<file path="config.mk">
export PLATFORM = sky130hd
export DESIGN_NAME = css_core_state
export DESIGN_NICKNAME = d
export VERILOG_FILES = /design/src/css_pkg.sv /design/src/css_core_state.sv
export VERILOG_INCLUDE_DIRS = /design/src
export SDC_FILE = /design/constraint.sdc
export NUM_CORES = 2
export LEC_CHECK = 0
export BUFFER_PORTS_ARGS = -buffer_cell sky130_fd_sc_hd__buf_2
export CAP_MARGIN = 15
export CORE_UTILIZATION = 42
export CTS_CLUSTER_DIAMETER = 150
export DETAILED_ROUTE_END_ITERATION = 10
export GPL_ROUTABILITY_DRIVEN = 0
export PLACE_DENSITY = 0.64
export REMOVE_ABC_BUFFERS = 1
export SYNTH_ARGS = -nofsm -noshare
export SYNTH_HDL_FRONTEND = slang
export SYNTH_SLANG_ARGS = --single-unit
</file>
<file path="constraint.sdc">
create_clock -name clk_sys -period 5.2 [get_ports clk_sys]
set_clock_uncertainty 0.15 [all_clocks]
set_input_delay 0.52 -clock clk_sys [delete_from_list [all_inputs] [get_ports clk_sys]]
set_output_delay 0.52 -clock clk_sys [all_outputs]
set_load 0.03 [all_outputs]
</file>
<file path="src/css_regs.svh">
// Constants for the core state block: data map, flag bits, stack, table timing.
// Assumes an 8-bit data space and a program space of at most 12 address bits.
`ifndef CSS_REGS_SVH
`define CSS_REGS_SVH

// ----------------------------------------------------------------------------
// Data memory map
// ----------------------------------------------------------------------------
`define CSS_ADDR_INDIRECT   8'h00
`define CSS_ADDR_POINTER    8'h01
`define CSS_ADDR_TBL_PTR    8'h07
`define CSS_ADDR_TBL_HIGH   8'h08
`define CSS_ADDR_FLAGS      8'h0a
`define CSS_GP_LO_SMALL     8'h28
`define CSS_GP_HI_SMALL     8'h7f
`define CSS_GP_LO_LARGE     8'h40
`define CSS_GP_HI_LARGE     8'hff

// ----------------------------------------------------------------------------
// Flag register fields and reset values
// ----------------------------------------------------------------------------
`define CSS_FLAG_C          0
`define CSS_FLAG_AC         1
`define CSS_FLAG_Z          2
`define CSS_FLAG_OV         3
`define CSS_FLAG_SLEEP      4
`define CSS_FLAG_WDOG       5
`define CSS_FLAGS_RESET     8'h00
`define CSS_FLAGS_SW_MASK   8'h0f
`define CSS_PTR_RESET       8'h00

// ----------------------------------------------------------------------------
// Stack and table timing
// ----------------------------------------------------------------------------
`define CSS_STACK_DEPTH     3'h6
`define CSS_TABLE_CYCLES    2
`define CSS_LAST_PAGE       4'hf

`endif
</file>
<file path="src/css_pkg.sv">
// Types shared by the core state block.
// Assumes css_regs.svh carries the numeric constants.
package css_pkg;

  // ALU operation classes that drive flag updates
  typedef enum logic [2:0] {
    CSS_ALU_ADD = 3'b000,
    CSS_ALU_SUB = 3'b001,
    CSS_ALU_AND = 3'b010,
    CSS_ALU_OR  = 3'b011,
    CSS_ALU_XOR = 3'b100,
    CSS_ALU_RLC = 3'b101,
    CSS_ALU_RRC = 3'b110
  } css_alu_op_t;

  // Table read sequence
  typedef enum logic [1:0] {
    CSS_TB_IDLE  = 2'b00,
    CSS_TB_FETCH = 2'b01,
    CSS_TB_STORE = 2'b10
  } css_tbl_state_t;

endpackage : css_pkg

</file>
<file path="src/css_core_state.sv">
// Core state logic of a small 8-bit controller: stack, data map, flags, tables.
// Assumes decode raises one-cycle operation strobes and that a program word
// arrives on rom_word in the same cycle as tbl_rom_rd.
//
// Local design decisions: strobed register access and the placing of the registers.
`include "css_regs.svh"

// Notes on behaviour
// - Table address: PC page or all-ones page
// - Table instructions take two cycles
// - Six-level PC-only stack, hidden from software
// - Call or interrupt acknowledge pushes PC
// - Return pops stack into PC
// - Reset points stack pointer at top
// - Full stack holds interrupt until pop
// - Call on full stack drops oldest
// - Reserved data addresses read zero
// - General memory range per variant
// - Address zero redirects through pointer
// - Pointer at zero: read zero, no write
// - Pointer width per variant, small part's bit7 reads one
// - Software cannot change sleep or watchdog flags
// - Watchdog flag: set timeout, clear kick/sleep
// - Sleep flag: set sleep, clear kick
// - Carry from add, no-borrow, rotates
// - Half carry from low nibble
// - Zero flag on zero result
// - Overflow: carry into and out differ
// - Flag bits 6 and 7 read zero
// - Flags are never stacked
module css_core_state #(
  parameter bit LARGE = 1'b1  // 1: 12-bit program, 8-bit pointer
) (
  // Clock and reset
  input  wire logic              clk_sys,
  input  wire logic              arst_n,
  // Register bus
  input  wire logic [7:0]        reg_addr,
  input  wire logic [7:0]        reg_wdata,
  input  wire logic              reg_wr,
  input  wire logic              reg_rd,
  output logic      [7:0]        reg_rdata,
  // Control flow from decode
  input  wire logic [11:0]       pc_now,
  input  wire logic              op_call,
  input  wire logic              op_subroutine_exit,
  input  wire logic              op_interrupt_exit,
  input  wire logic              int_pending,
  output logic                   int_ack,
  output logic [11:0]            pc_restore,
  output logic                   pc_restore_valid,
  output logic                   stack_full,
  // Table reads
  input  wire logic              op_table_read_current_page,
  input  wire logic              op_table_read_last_page,
  input  wire logic [7:0]        tbl_dest,
  input  wire logic [14:0]       rom_word,
  output logic [11:0]            tbl_addr,
  output logic                   tbl_rom_rd,
  output logic                   tbl_busy,
  // ALU
  input  wire logic              alu_go,
  input  wire css_pkg::css_alu_op_t alu_op,
  input  wire logic [7:0]        alu_a,
  input  wire logic [7:0]        alu_b,
  input  wire logic              alu_cin,
  output logic      [7:0]        alu_result,
  // Power and watchdog events
  input  wire logic              op_watchdog_kick,
  input  wire logic              op_sleep,
  input  wire logic              wdt_timeout,
  output logic      [7:0]        alu_flag_register
);
  import css_pkg::*;

  // --------------------------------------------------------------------------
  // State
  // --------------------------------------------------------------------------
  logic [11:0]    stack_mem [0:5];   // Return addresses only, no bus path
  logic [2:0]     stack_wr;          // Next slot to write
  logic [2:0]     stack_cnt;         // Entries held, 0..6
  logic [7:0]     indirect_pointer;  // Stored pointer bits
  logic [7:0]     tbl_ptr;           // Table pointer register
  logic [7:0]     table_high_latch;  // Upper table bits
  logic [7:0]     data_mem [0:255];  // Only the general range is used
  css_tbl_state_t tbl_state;
  logic [7:0]     tbl_dst_q;         // Destination held over the fetch

  // --------------------------------------------------------------------------
  // Data map helpers
  // --------------------------------------------------------------------------
  // Pointer as software sees it; small part keeps seven bits
  logic [7:0] ptr_view;
  assign ptr_view = LARGE ? indirect_pointer : {1'b1, indirect_pointer[6:0]};

  // True for the general-purpose range of this variant
  function automatic logic is_gp(input logic [7:0] a);
    if (LARGE) begin
      is_gp = (a >= `CSS_GP_LO_LARGE) && (a <= `CSS_GP_HI_LARGE);
    end else begin
      is_gp = (a >= `CSS_GP_LO_SMALL) && (a <= `CSS_GP_HI_SMALL);
    end
  endfunction : is_gp

  // Address zero stands for the location named by the pointer
  function automatic logic [7:0] eff_addr(input logic [7:0] a, input logic [7:0] p);
    eff_addr = (a == `CSS_ADDR_INDIRECT) ? p : a;
  endfunction : eff_addr

  logic [7:0] bus_eff;
  logic [7:0] tbl_eff;
  assign bus_eff = eff_addr(reg_addr, ptr_view);
  assign tbl_eff = eff_addr(tbl_dst_q, ptr_view);

  // --------------------------------------------------------------------------
  // Stack
  // --------------------------------------------------------------------------
  logic       do_pop;
  logic       do_int;
  logic       do_push;
  logic [2:0] rd_slot;
  assign do_pop  = op_subroutine_exit | op_interrupt_exit;
  // A pop frees a slot, so service waits for it rather than racing it
  assign do_int  = int_pending & (stack_cnt != `CSS_STACK_DEPTH) & ~do_pop
                   & ~op_call;
  assign do_push = op_call | do_int;
  assign rd_slot = (stack_wr == 3'h0) ? 3'h5 : stack_wr - 3'h1;

  // Pointer and fill count; reset leaves the stack empty at its top
  always_ff @(posedge clk_sys or negedge arst_n) begin
    if (!arst_n) begin
      stack_wr  <= 3'h0;
      stack_cnt <= 3'h0;
    end else if (do_push) begin
      stack_wr <= (stack_wr == 3'h5) ? 3'h0 : stack_wr + 3'h1;
      if (stack_cnt != `CSS_STACK_DEPTH) begin
        stack_cnt <= stack_cnt + 3'h1;
      end
      // Full: count saturates and the oldest slot is overwritten
    end else if (do_pop) begin
      stack_wr <= rd_slot;
      if (stack_cnt != 3'h0) begin
        stack_cnt <= stack_cnt - 3'h1;
      end
    end
  end

  // Slot storage; only the program counter goes in, never the flags
  always_ff @(posedge clk_sys) begin
    if (do_push) begin
      stack_mem[stack_wr] <= pc_now;
    end
  end

  // Popped address, acknowledge and full indication
  always_ff @(posedge clk_sys or negedge arst_n) begin
    if (!arst_n) begin
      pc_restore       <= 12'h000;
      pc_restore_valid <= 1'b0;
      int_ack          <= 1'b0;
      stack_full       <= 1'b0;
    end else begin
      pc_restore_valid <= do_pop & ~do_push;
      if (do_pop & ~do_push) begin
        pc_restore <= stack_mem[rd_slot];
      end
      int_ack    <= do_int;
      stack_full <= do_push ? (stack_cnt >= 3'h5)
                  : do_pop ? 1'b0 : (stack_cnt == `CSS_STACK_DEPTH);
    end
  end

  // --------------------------------------------------------------------------
  // Table read sequence
  // --------------------------------------------------------------------------
  logic tbl_start;
  assign tbl_start = (tbl_state == CSS_TB_IDLE) &
                     (op_table_read_current_page | op_table_read_last_page);

  // Fetch cycle then store cycle: two cycles per table instruction
  always_ff @(posedge clk_sys or negedge arst_n) begin
    if (!arst_n) begin
      tbl_state  <= CSS_TB_IDLE;
      tbl_addr   <= 12'h000;
      tbl_rom_rd <= 1'b0;
      tbl_busy   <= 1'b0;
      tbl_dst_q  <= 8'h00;
    end else begin
      tbl_rom_rd <= tbl_start;
      case (tbl_state)
        CSS_TB_IDLE: begin
          if (tbl_start) begin
            tbl_state <= CSS_TB_FETCH;
            tbl_busy  <= 1'b1;
            tbl_dst_q <= tbl_dest;
            // Current page keeps PC upper bits; last page forces ones
            if (op_table_read_last_page) begin
              tbl_addr <= {`CSS_LAST_PAGE, tbl_ptr};
            end else begin
              tbl_addr <= {pc_now[11:8], tbl_ptr};
            end
            if (!LARGE) begin
              tbl_addr[11] <= 1'b0; // Small part: 11-bit table space
            end
          end
        end
        CSS_TB_FETCH: begin
          tbl_state <= CSS_TB_STORE;
        end
        CSS_TB_STORE: begin
          tbl_state <= CSS_TB_IDLE;
          tbl_busy  <= 1'b0;
        end
        default: begin
          tbl_state <= CSS_TB_IDLE;
          tbl_busy  <= 1'b0;
        end
      endcase
    end
  end

  // Upper word bits land low in the latch; unused bits read zero
  always_ff @(posedge clk_sys or negedge arst_n) begin
    if (!arst_n) begin
      table_high_latch <= 8'h00;
    end else if (tbl_state == CSS_TB_FETCH) begin
      table_high_latch <= LARGE ? {1'b0, rom_word[14:8]} : {2'b00, rom_word[13:8]};
    end
  end

  // --------------------------------------------------------------------------
  // Data memory and software registers
  // --------------------------------------------------------------------------
  logic tbl_wr;
  logic bus_wr_ok;
  assign tbl_wr    = (tbl_state == CSS_TB_FETCH);
  // Indirect access with the pointer at zero does nothing
  assign bus_wr_ok = reg_wr & ~tbl_wr & (bus_eff != `CSS_ADDR_INDIRECT);

  // General memory; a table store takes the port over a bus write
  always_ff @(posedge clk_sys) begin
    if (tbl_wr && tbl_eff != `CSS_ADDR_INDIRECT && is_gp(tbl_eff)) begin
      data_mem[tbl_eff] <= rom_word[7:0];
    end else if (bus_wr_ok && is_gp(bus_eff)) begin
      data_mem[bus_eff] <= reg_wdata;
    end
  end

  // Pointer and table pointer registers
  always_ff @(posedge clk_sys or negedge arst_n) begin
    if (!arst_n) begin
      indirect_pointer <= `CSS_PTR_RESET;
      tbl_ptr          <= 8'h00;
    end else if (bus_wr_ok) begin
      if (bus_eff == `CSS_ADDR_POINTER) begin
        indirect_pointer <= LARGE ? reg_wdata : {1'b0, reg_wdata[6:0]};
      end
      if (bus_eff == `CSS_ADDR_TBL_PTR) begin
        tbl_ptr <= reg_wdata;
      end
    end
  end

  // Read data, one cycle after the strobe; anything unmapped reads zero
  always_ff @(posedge clk_sys or negedge arst_n) begin
    if (!arst_n) begin
      reg_rdata <= 8'h00;
    end else if (reg_rd) begin
      if (bus_eff == `CSS_ADDR_INDIRECT) begin
        reg_rdata <= 8'h00;
      end else if (is_gp(bus_eff)) begin
        reg_rdata <= data_mem[bus_eff];
      end else if (bus_eff == `CSS_ADDR_POINTER) begin
        reg_rdata <= ptr_view;
      end else if (bus_eff == `CSS_ADDR_TBL_PTR) begin
        reg_rdata <= tbl_ptr;
      end else if (bus_eff == `CSS_ADDR_TBL_HIGH) begin
        reg_rdata <= table_high_latch;
      end else if (bus_eff == `CSS_ADDR_FLAGS) begin
        reg_rdata <= alu_flag_register;
      end else begin
        reg_rdata <= 8'h00;
      end
    end else begin
      reg_rdata <= 8'h00;
    end
  end

  // --------------------------------------------------------------------------
  // ALU and flags
  // --------------------------------------------------------------------------
  logic [7:0] b_eff;
  logic [8:0] sum9;
  logic [4:0] nib5;
  logic [7:0] low8;
  logic [7:0] res;
  logic       is_arith;
  logic       is_rot;
  logic       c_new;
  assign is_arith = (alu_op == CSS_ALU_ADD) | (alu_op == CSS_ALU_SUB);
  assign is_rot   = (alu_op == CSS_ALU_RLC) | (alu_op == CSS_ALU_RRC);
  // Subtract adds the complement; carry-in of one means no borrow in
  assign b_eff    = (alu_op == CSS_ALU_SUB) ? ~alu_b : alu_b;
  assign sum9     = {1'b0, alu_a} + {1'b0, b_eff} + {8'h00, alu_cin};
  assign nib5     = {1'b0, alu_a[3:0]} + {1'b0, b_eff[3:0]} + {4'h0, alu_cin};
  assign low8     = {1'b0, alu_a[6:0]} + {1'b0, b_eff[6:0]} + {7'h00, alu_cin};

  // Result and rotate carry
  always_comb begin
    c_new = sum9[8];
    case (alu_op)
      CSS_ALU_ADD: res = sum9[7:0];
      CSS_ALU_SUB: res = sum9[7:0];
      CSS_ALU_AND: res = alu_a & alu_b;
      CSS_ALU_OR:  res = alu_a | alu_b;
      CSS_ALU_XOR: res = alu_a ^ alu_b;
      CSS_ALU_RLC: begin
        res   = {alu_a[6:0], alu_flag_register[`CSS_FLAG_C]};
        c_new = alu_a[7];
      end
      CSS_ALU_RRC: begin
        res   = {alu_flag_register[`CSS_FLAG_C], alu_a[7:1]};
        c_new = alu_a[0];
      end
      default: res = 8'h00;
    endcase
  end

  always_ff @(posedge clk_sys or negedge arst_n) begin
    if (!arst_n) begin
      alu_result <= 8'h00;
    end else if (alu_go) begin
      alu_result <= res;
    end
  end

  logic flags_sw_wr;
  assign flags_sw_wr = bus_wr_ok & (bus_eff == `CSS_ADDR_FLAGS);

  // Arithmetic flags: ALU update wins over a same-cycle software write
  always_ff @(posedge clk_sys or negedge arst_n) begin
    if (!arst_n) begin
      alu_flag_register[3:0] <= 4'(`CSS_FLAGS_RESET);
    end else if (alu_go) begin
      if (is_arith) begin
        alu_flag_register[`CSS_FLAG_C]  <= sum9[8];
        alu_flag_register[`CSS_FLAG_AC] <= nib5[4];
        alu_flag_register[`CSS_FLAG_OV] <= low8[7] ^ sum9[8];
      end
      if (is_rot) begin
        alu_flag_register[`CSS_FLAG_C] <= c_new;
      end else begin
        alu_flag_register[`CSS_FLAG_Z] <= (res == 8'h00);
      end
    end else if (flags_sw_wr) begin
      alu_flag_register[3:0] <= reg_wdata[3:0];
    end
  end

  // Sleep and watchdog flags; software writes never reach them
  always_ff @(posedge clk_sys or negedge arst_n) begin
    if (!arst_n) begin
      alu_flag_register[`CSS_FLAG_SLEEP] <= 1'b0;
      alu_flag_register[`CSS_FLAG_WDOG]  <= 1'b0;
    end else begin
      if (op_sleep) begin
        alu_flag_register[`CSS_FLAG_SLEEP] <= 1'b1;
      end else if (op_watchdog_kick) begin
        alu_flag_register[`CSS_FLAG_SLEEP] <= 1'b0;
      end
      // A time-out in the clearing cycle is kept
      if (wdt_timeout) begin
        alu_flag_register[`CSS_FLAG_WDOG] <= 1'b1;
      end else if (op_watchdog_kick || op_sleep) begin
        alu_flag_register[`CSS_FLAG_WDOG] <= 1'b0;
      end
    end
  end

  // Unused bits tied low
  assign alu_flag_register[7:6] = 2'b00;

  // --------------------------------------------------------------------------
  // Checks
  // --------------------------------------------------------------------------
  AST_FULL_HOLDS_INT: assert property (@(posedge clk_sys) disable iff (!arst_n)
    (stack_cnt == `CSS_STACK_DEPTH && !do_pop) |=> !int_ack)
    else $error("interrupt acknowledged on full stack");

  AST_PUSH_POP_PC: assert property (@(posedge clk_sys) disable iff (!arst_n)
    (op_call && !do_pop) ##1 (op_subroutine_exit && !op_call && !int_pending)
    |=> pc_restore_valid && pc_restore == $past(pc_now, 2))
    else $error("popped address differs from pushed");

  AST_CNT_MAX: assert property (@(posedge clk_sys) disable iff (!arst_n)
    stack_cnt <= `CSS_STACK_DEPTH && stack_wr <= 3'h5)
    else $error("stack count or pointer out of range");

  AST_TBL_TWO: assert property (@(posedge clk_sys) disable iff (!arst_n)
    tbl_start |=> tbl_busy [*2] ##1 !tbl_busy)
    else $error("table read not two cycles");

  AST_TBL_LAST: assert property (@(posedge clk_sys) disable iff (!arst_n)
    (tbl_start && op_table_read_last_page && LARGE)
    |=> tbl_addr == {4'hf, $past(tbl_ptr)})
    else $error("last page table address wrong");

  AST_IND_ZERO: assert property (@(posedge clk_sys) disable iff (!arst_n)
    (reg_rd && reg_addr == 8'h00 && ptr_view == 8'h00) |=> reg_rdata == 8'h00)
    else $error("indirect read through zero not zero");

  AST_SW_KEEP: assert property (@(posedge clk_sys) disable iff (!arst_n)
    (flags_sw_wr && !op_sleep && !op_watchdog_kick && !wdt_timeout)
    |=> $stable(alu_flag_register[5:4]))
    else $error("software write changed sleep or watchdog flag");

  AST_WDOG_SET: assert property (@(posedge clk_sys) disable iff (!arst_n)
    wdt_timeout |=> alu_flag_register[`CSS_FLAG_WDOG])
    else $error("time-out did not set watchdog flag");

  AST_ZERO_FLAG: assert property (@(posedge clk_sys) disable iff (!arst_n)
    (alu_go && !is_rot) |=> alu_flag_register[`CSS_FLAG_Z] == (alu_result == 8'h00))
    else $error("zero flag disagrees with result");

  AST_OV_ADD: assert property (@(posedge clk_sys) disable iff (!arst_n)
    (alu_go && alu_op == CSS_ALU_ADD && !alu_cin && alu_a[7] == alu_b[7])
    |=> alu_flag_register[`CSS_FLAG_OV] == (alu_result[7] != $past(alu_a[7])))
    else $error("overflow flag wrong on add");

endmodule : css_core_state

</file>
==> run summary <==
Status -> finished clean
Worst path cell trace -> nor4b_1 -> a21oi_4 -> or2_4 -> buf_4 -> buf_4 -> o221ai_1 -> a22oi_1 -> a31oi_1 -> nor3_1 -> a211oi_1 -> a2111oi_1
Post-Syn Area per Cell -> 15.5 um2
CTS resizes -> 0
Initial Util -> 42.3%
NumNets Final -> 4825
Clock Path Buffers -> 3
Congestion Overflow GR -> 0
Post-Synth Simple-Gate Area -> 5.93%
Delay-heaviest family, CP -> compound AO/OA/AOI/OAI gates
Full die area -> 0.159 mm2
Internal power -> 23.6 mW
Maxcap violations -> 0
Dpl hpwl -> 126000 um
Buf+Inv Stages, Crit Path -> 2
Slowest CP cell -> or2_4
Setup Viol. Count Final -> 0
Hold_sp -> alu_go
Worst stage delay on the critical path -> 730 ps
Cell Pwr Density -> 415 mW/mm2
Worst-skew pair later-pin latency -> 810 ps
Final hold vios -> 0
Number of global-route vias before repair -> 41738
Distinct cell type count after synthesis -> 79
Worst hold path depth -> 2
Total Routed Length -> 200000 um
WP data required -> 5730 ps
Post-Syn Area -> 0.0659 mm2
Post-synth EDFFs -> 1608
Period Utilization, post-route -> 87.8%
Largest net degree at the start of global routing -> 149
Async SR Flop Fraction -> 5.30%
Synthesis Warnings -> 0
Dpl cells -> 6555
Slew Viols, Final -> 0
Initial antenna violation count -> 8
Sequential fraction of the synthesis area -> 76.6%
Mux cell area share after synthesis -> 1.60%
Setup TNS -> 0 ps
Row count -> 145
Hold Crit Class -> in2reg
Synth Area in Compound Gates -> 12.9%
Setup crit end kind -> flop
Area Overhead vs Synth -> 17.3%
Worst EP arrival -> 5100 ps
DRT iter0 DRCs -> 5818
Clock power frac -> 36.1%
Switching share of total power -> 26.4%
Cts hold-fix bufs -> 49
Reg-to-Reg End -> reg_rdata[7]
Slew headroom -> 25.7%
CP startpoint kind -> flop
Global-route wire length before repair -> 289000 um
Ys flop type -> edfxtp_1
VDD IR max -> 0.357 mV
Total GRT Usage -> 24.9%
Least-Margin Pin Slew -> 1120 ps
DR vias/cell -> 6.18
Port buffer count -> 135
Max frequency -> 219 MHz
Synth Register Bits -> 1698
Switching power total -> 8.48 mW
Largest family of logic cells by synthesized area -> compound AO/OA/AOI/OAI gates
Gate power share -> 13.6%
Hold WS -> 46.1 ps
IO Count -> 138
WS Path Type -> reg2reg
FF-to-FF setup slack -> 630 ps
P_leak -> 25.5 nW
Clk sink count -> 1698
Total CTS buffers -> 164
# DRC -> 0
Min cycle time layout -> 4570 ps
Filler cell count -> 12949
Antenna-violating nets left -> 0
FF-to-FF path depth -> 11
Synthesized instance count -> 4250
Seq pwr share -> 50.3%
Drt wl/cell -> 29.0 um
R2R Path Start -> indirect_pointer[0]
CTS Root Cell -> clkbuf_16
Die X -> 398 um
Core Region -> 0.156 mm2
Crit-path max FO -> 27
Endpoint, Worst Hold -> alu_result[3]
RSZ-0062 raised after global routing -> false
CTS tree -> built
Worst path most repeated cell -> buf_4
Drt first pass iters -> 6
Finished Core Util -> 49.6%
Routed vias -> 42658
H-tree depth -> 4
Final Instance Count excl. Fillers -> 6903
XOR/XNOR Fraction of Synth Area -> 0.146%
Reg clk slew, reported paths -> 70 ps
Post-synthesis adder-cell area fraction -> 0.546%
Layout cell share with drive strength beyond 1 -> 17.8%
Post-CTS Setup Bufs -> 0
Chip height -> 398 um
-- synthesized netlist by cell type, drive strengths merged (9+ instances only) --
library cell / n / area [um2]
edfxtp: 1608 / 48300
nor2: 488 / 1830
o22ai: 331 / 2070
clkbuf: 191 / 718
o21ai: 157 / 786
o221ai: 148 / 1300
nand2: 143 / 544
o22a: 135 / 1180
buf: 114 / 596
dfrtp: 90 / 2250
a21oi: 87 / 435
nor3: 73 / 370
or3: 63 / 394
o31ai: 60 / 450
a31oi: 43 / 269
mux2: 43 / 484
inv: 40 / 150
o32a: 38 / 380
a22oi: 33 / 248
mux2i: 32 / 320
ha: 24 / 300
nand4: 23 / 144
nand3: 20 / 100
o32ai: 18 / 158
nor4: 17 / 106
nor2b: 16 / 100
a221oi: 15 / 131
a41oi: 13 / 114
o211ai: 13 / 97.6
a211oi: 12 / 90.1
a222oi: 12 / 120
mux4: 11 / 248
a21o: 10 / 75.1
and2: 10 / 62.6
or2: 10 / 62.6
xnor2: 10 / 87.6
o2111ai: 9 / 78.8
-- flip-flops by register name, summed over array words and instances, names as in the netlist, 6 cells and up --
register           count
data_mem            1536
alu_result             8
tbl_ptr                8
tbl_addr              12
reg_rdata              8
pc_restore            12
table_high_latch       7
stack_mem             72
alu_flag_register      6
tbl_dst_q              8
indirect_pointer       8
-- area by class of cell --
cell class,instances,area [um2],share of cell area [%]
repair buffers,601,4780,6.18
clock inverters,63,586,0.757
multi-input cells,2207,14200,18.4
clock buffers,234,4540,5.87
diodes,1,2.50,0.00323
flip-flops and latches,1698,50500,65.3
inverters,41,154,0.199
well taps,2058,2570,3.33
-- routing by layer --
layer	global-route usage (%)	vias to the layer above	part of all wire [%]	routed length [um]
met2	38.5	2515	46	91800
met3	6.44	466	11	22900
met4	9.95	8	4.1	8140
met5	0	-	0.028	57
li1	-	18029	-	-
met1	33.5	21640	39	77300
-- cells by family after synthesis --
logic type | after synthesis
flops | 1698
compound gates | 1191
xor+xnor | 11
buf+inv | 346
other cells | 1
simple gates | 890
fa+ha+maj | 27
mux | 86
-- power by group through the flow --
stage	Sequential [mW]	Clock (mW)	Combinational (mW)
3_5_place_dp	16.4	0	4.28
5_1_grt	16.2	12.2	4.61
4_1_cts	16.1	11.7	4.32
6_report	16.1	11.6	4.36
2_1_floorplan	16.6	0	2.04
3_3_place_gp	16.4	0	4.20
-- placed cells by master, fill, tap and decap left out, types with 40 or more instances in the layout --
cell and n:
clkbuf_1 57, clkbuf_16 168, inv_1 40, dlygate4sd3_1 49
nor3_1 70, a21oi_1 86, a31oi_1 43, edfxtp_1 1608
buf_4 379, nor2_1 485, dfrtp_1 90, or3_1 63
buf_2 134, o22a_1 135, o31ai_1 58, nand2_1 140
o21ai_0 156, o22ai_1 331, o221ai_1 148
-- stage by stage --
stage	setup slack [ps]	power, mW	cell area [um2]
after floorplan	-7490	18.7	64600
after global placement	293	20.6	71700
after detailed placement	391	20.7	71700
after CTS	805	32.1	77400
after global routing	529	33.0	77400
final	633	32.1	77400
-- worst max-delay path by stage --
stage                         from  depth (start not counted)           end  slack, ps
6_report       indirect_pointer[0]                         11  reg_rdata[7]        630
5_1_grt        indirect_pointer[0]                         11  reg_rdata[7]        530
4_1_cts        indirect_pointer[0]                         10  reg_rdata[0]        800
3_5_place_dp           reg_addr[2]                         12  reg_rdata[7]        390
3_3_place_gp           reg_addr[0]                         10  reg_rdata[0]        290
2_1_floorplan          reg_addr[2]                          7  reg_rdata[0]      -7490
No activity file was read; power rests on OpenSTA's default activity.
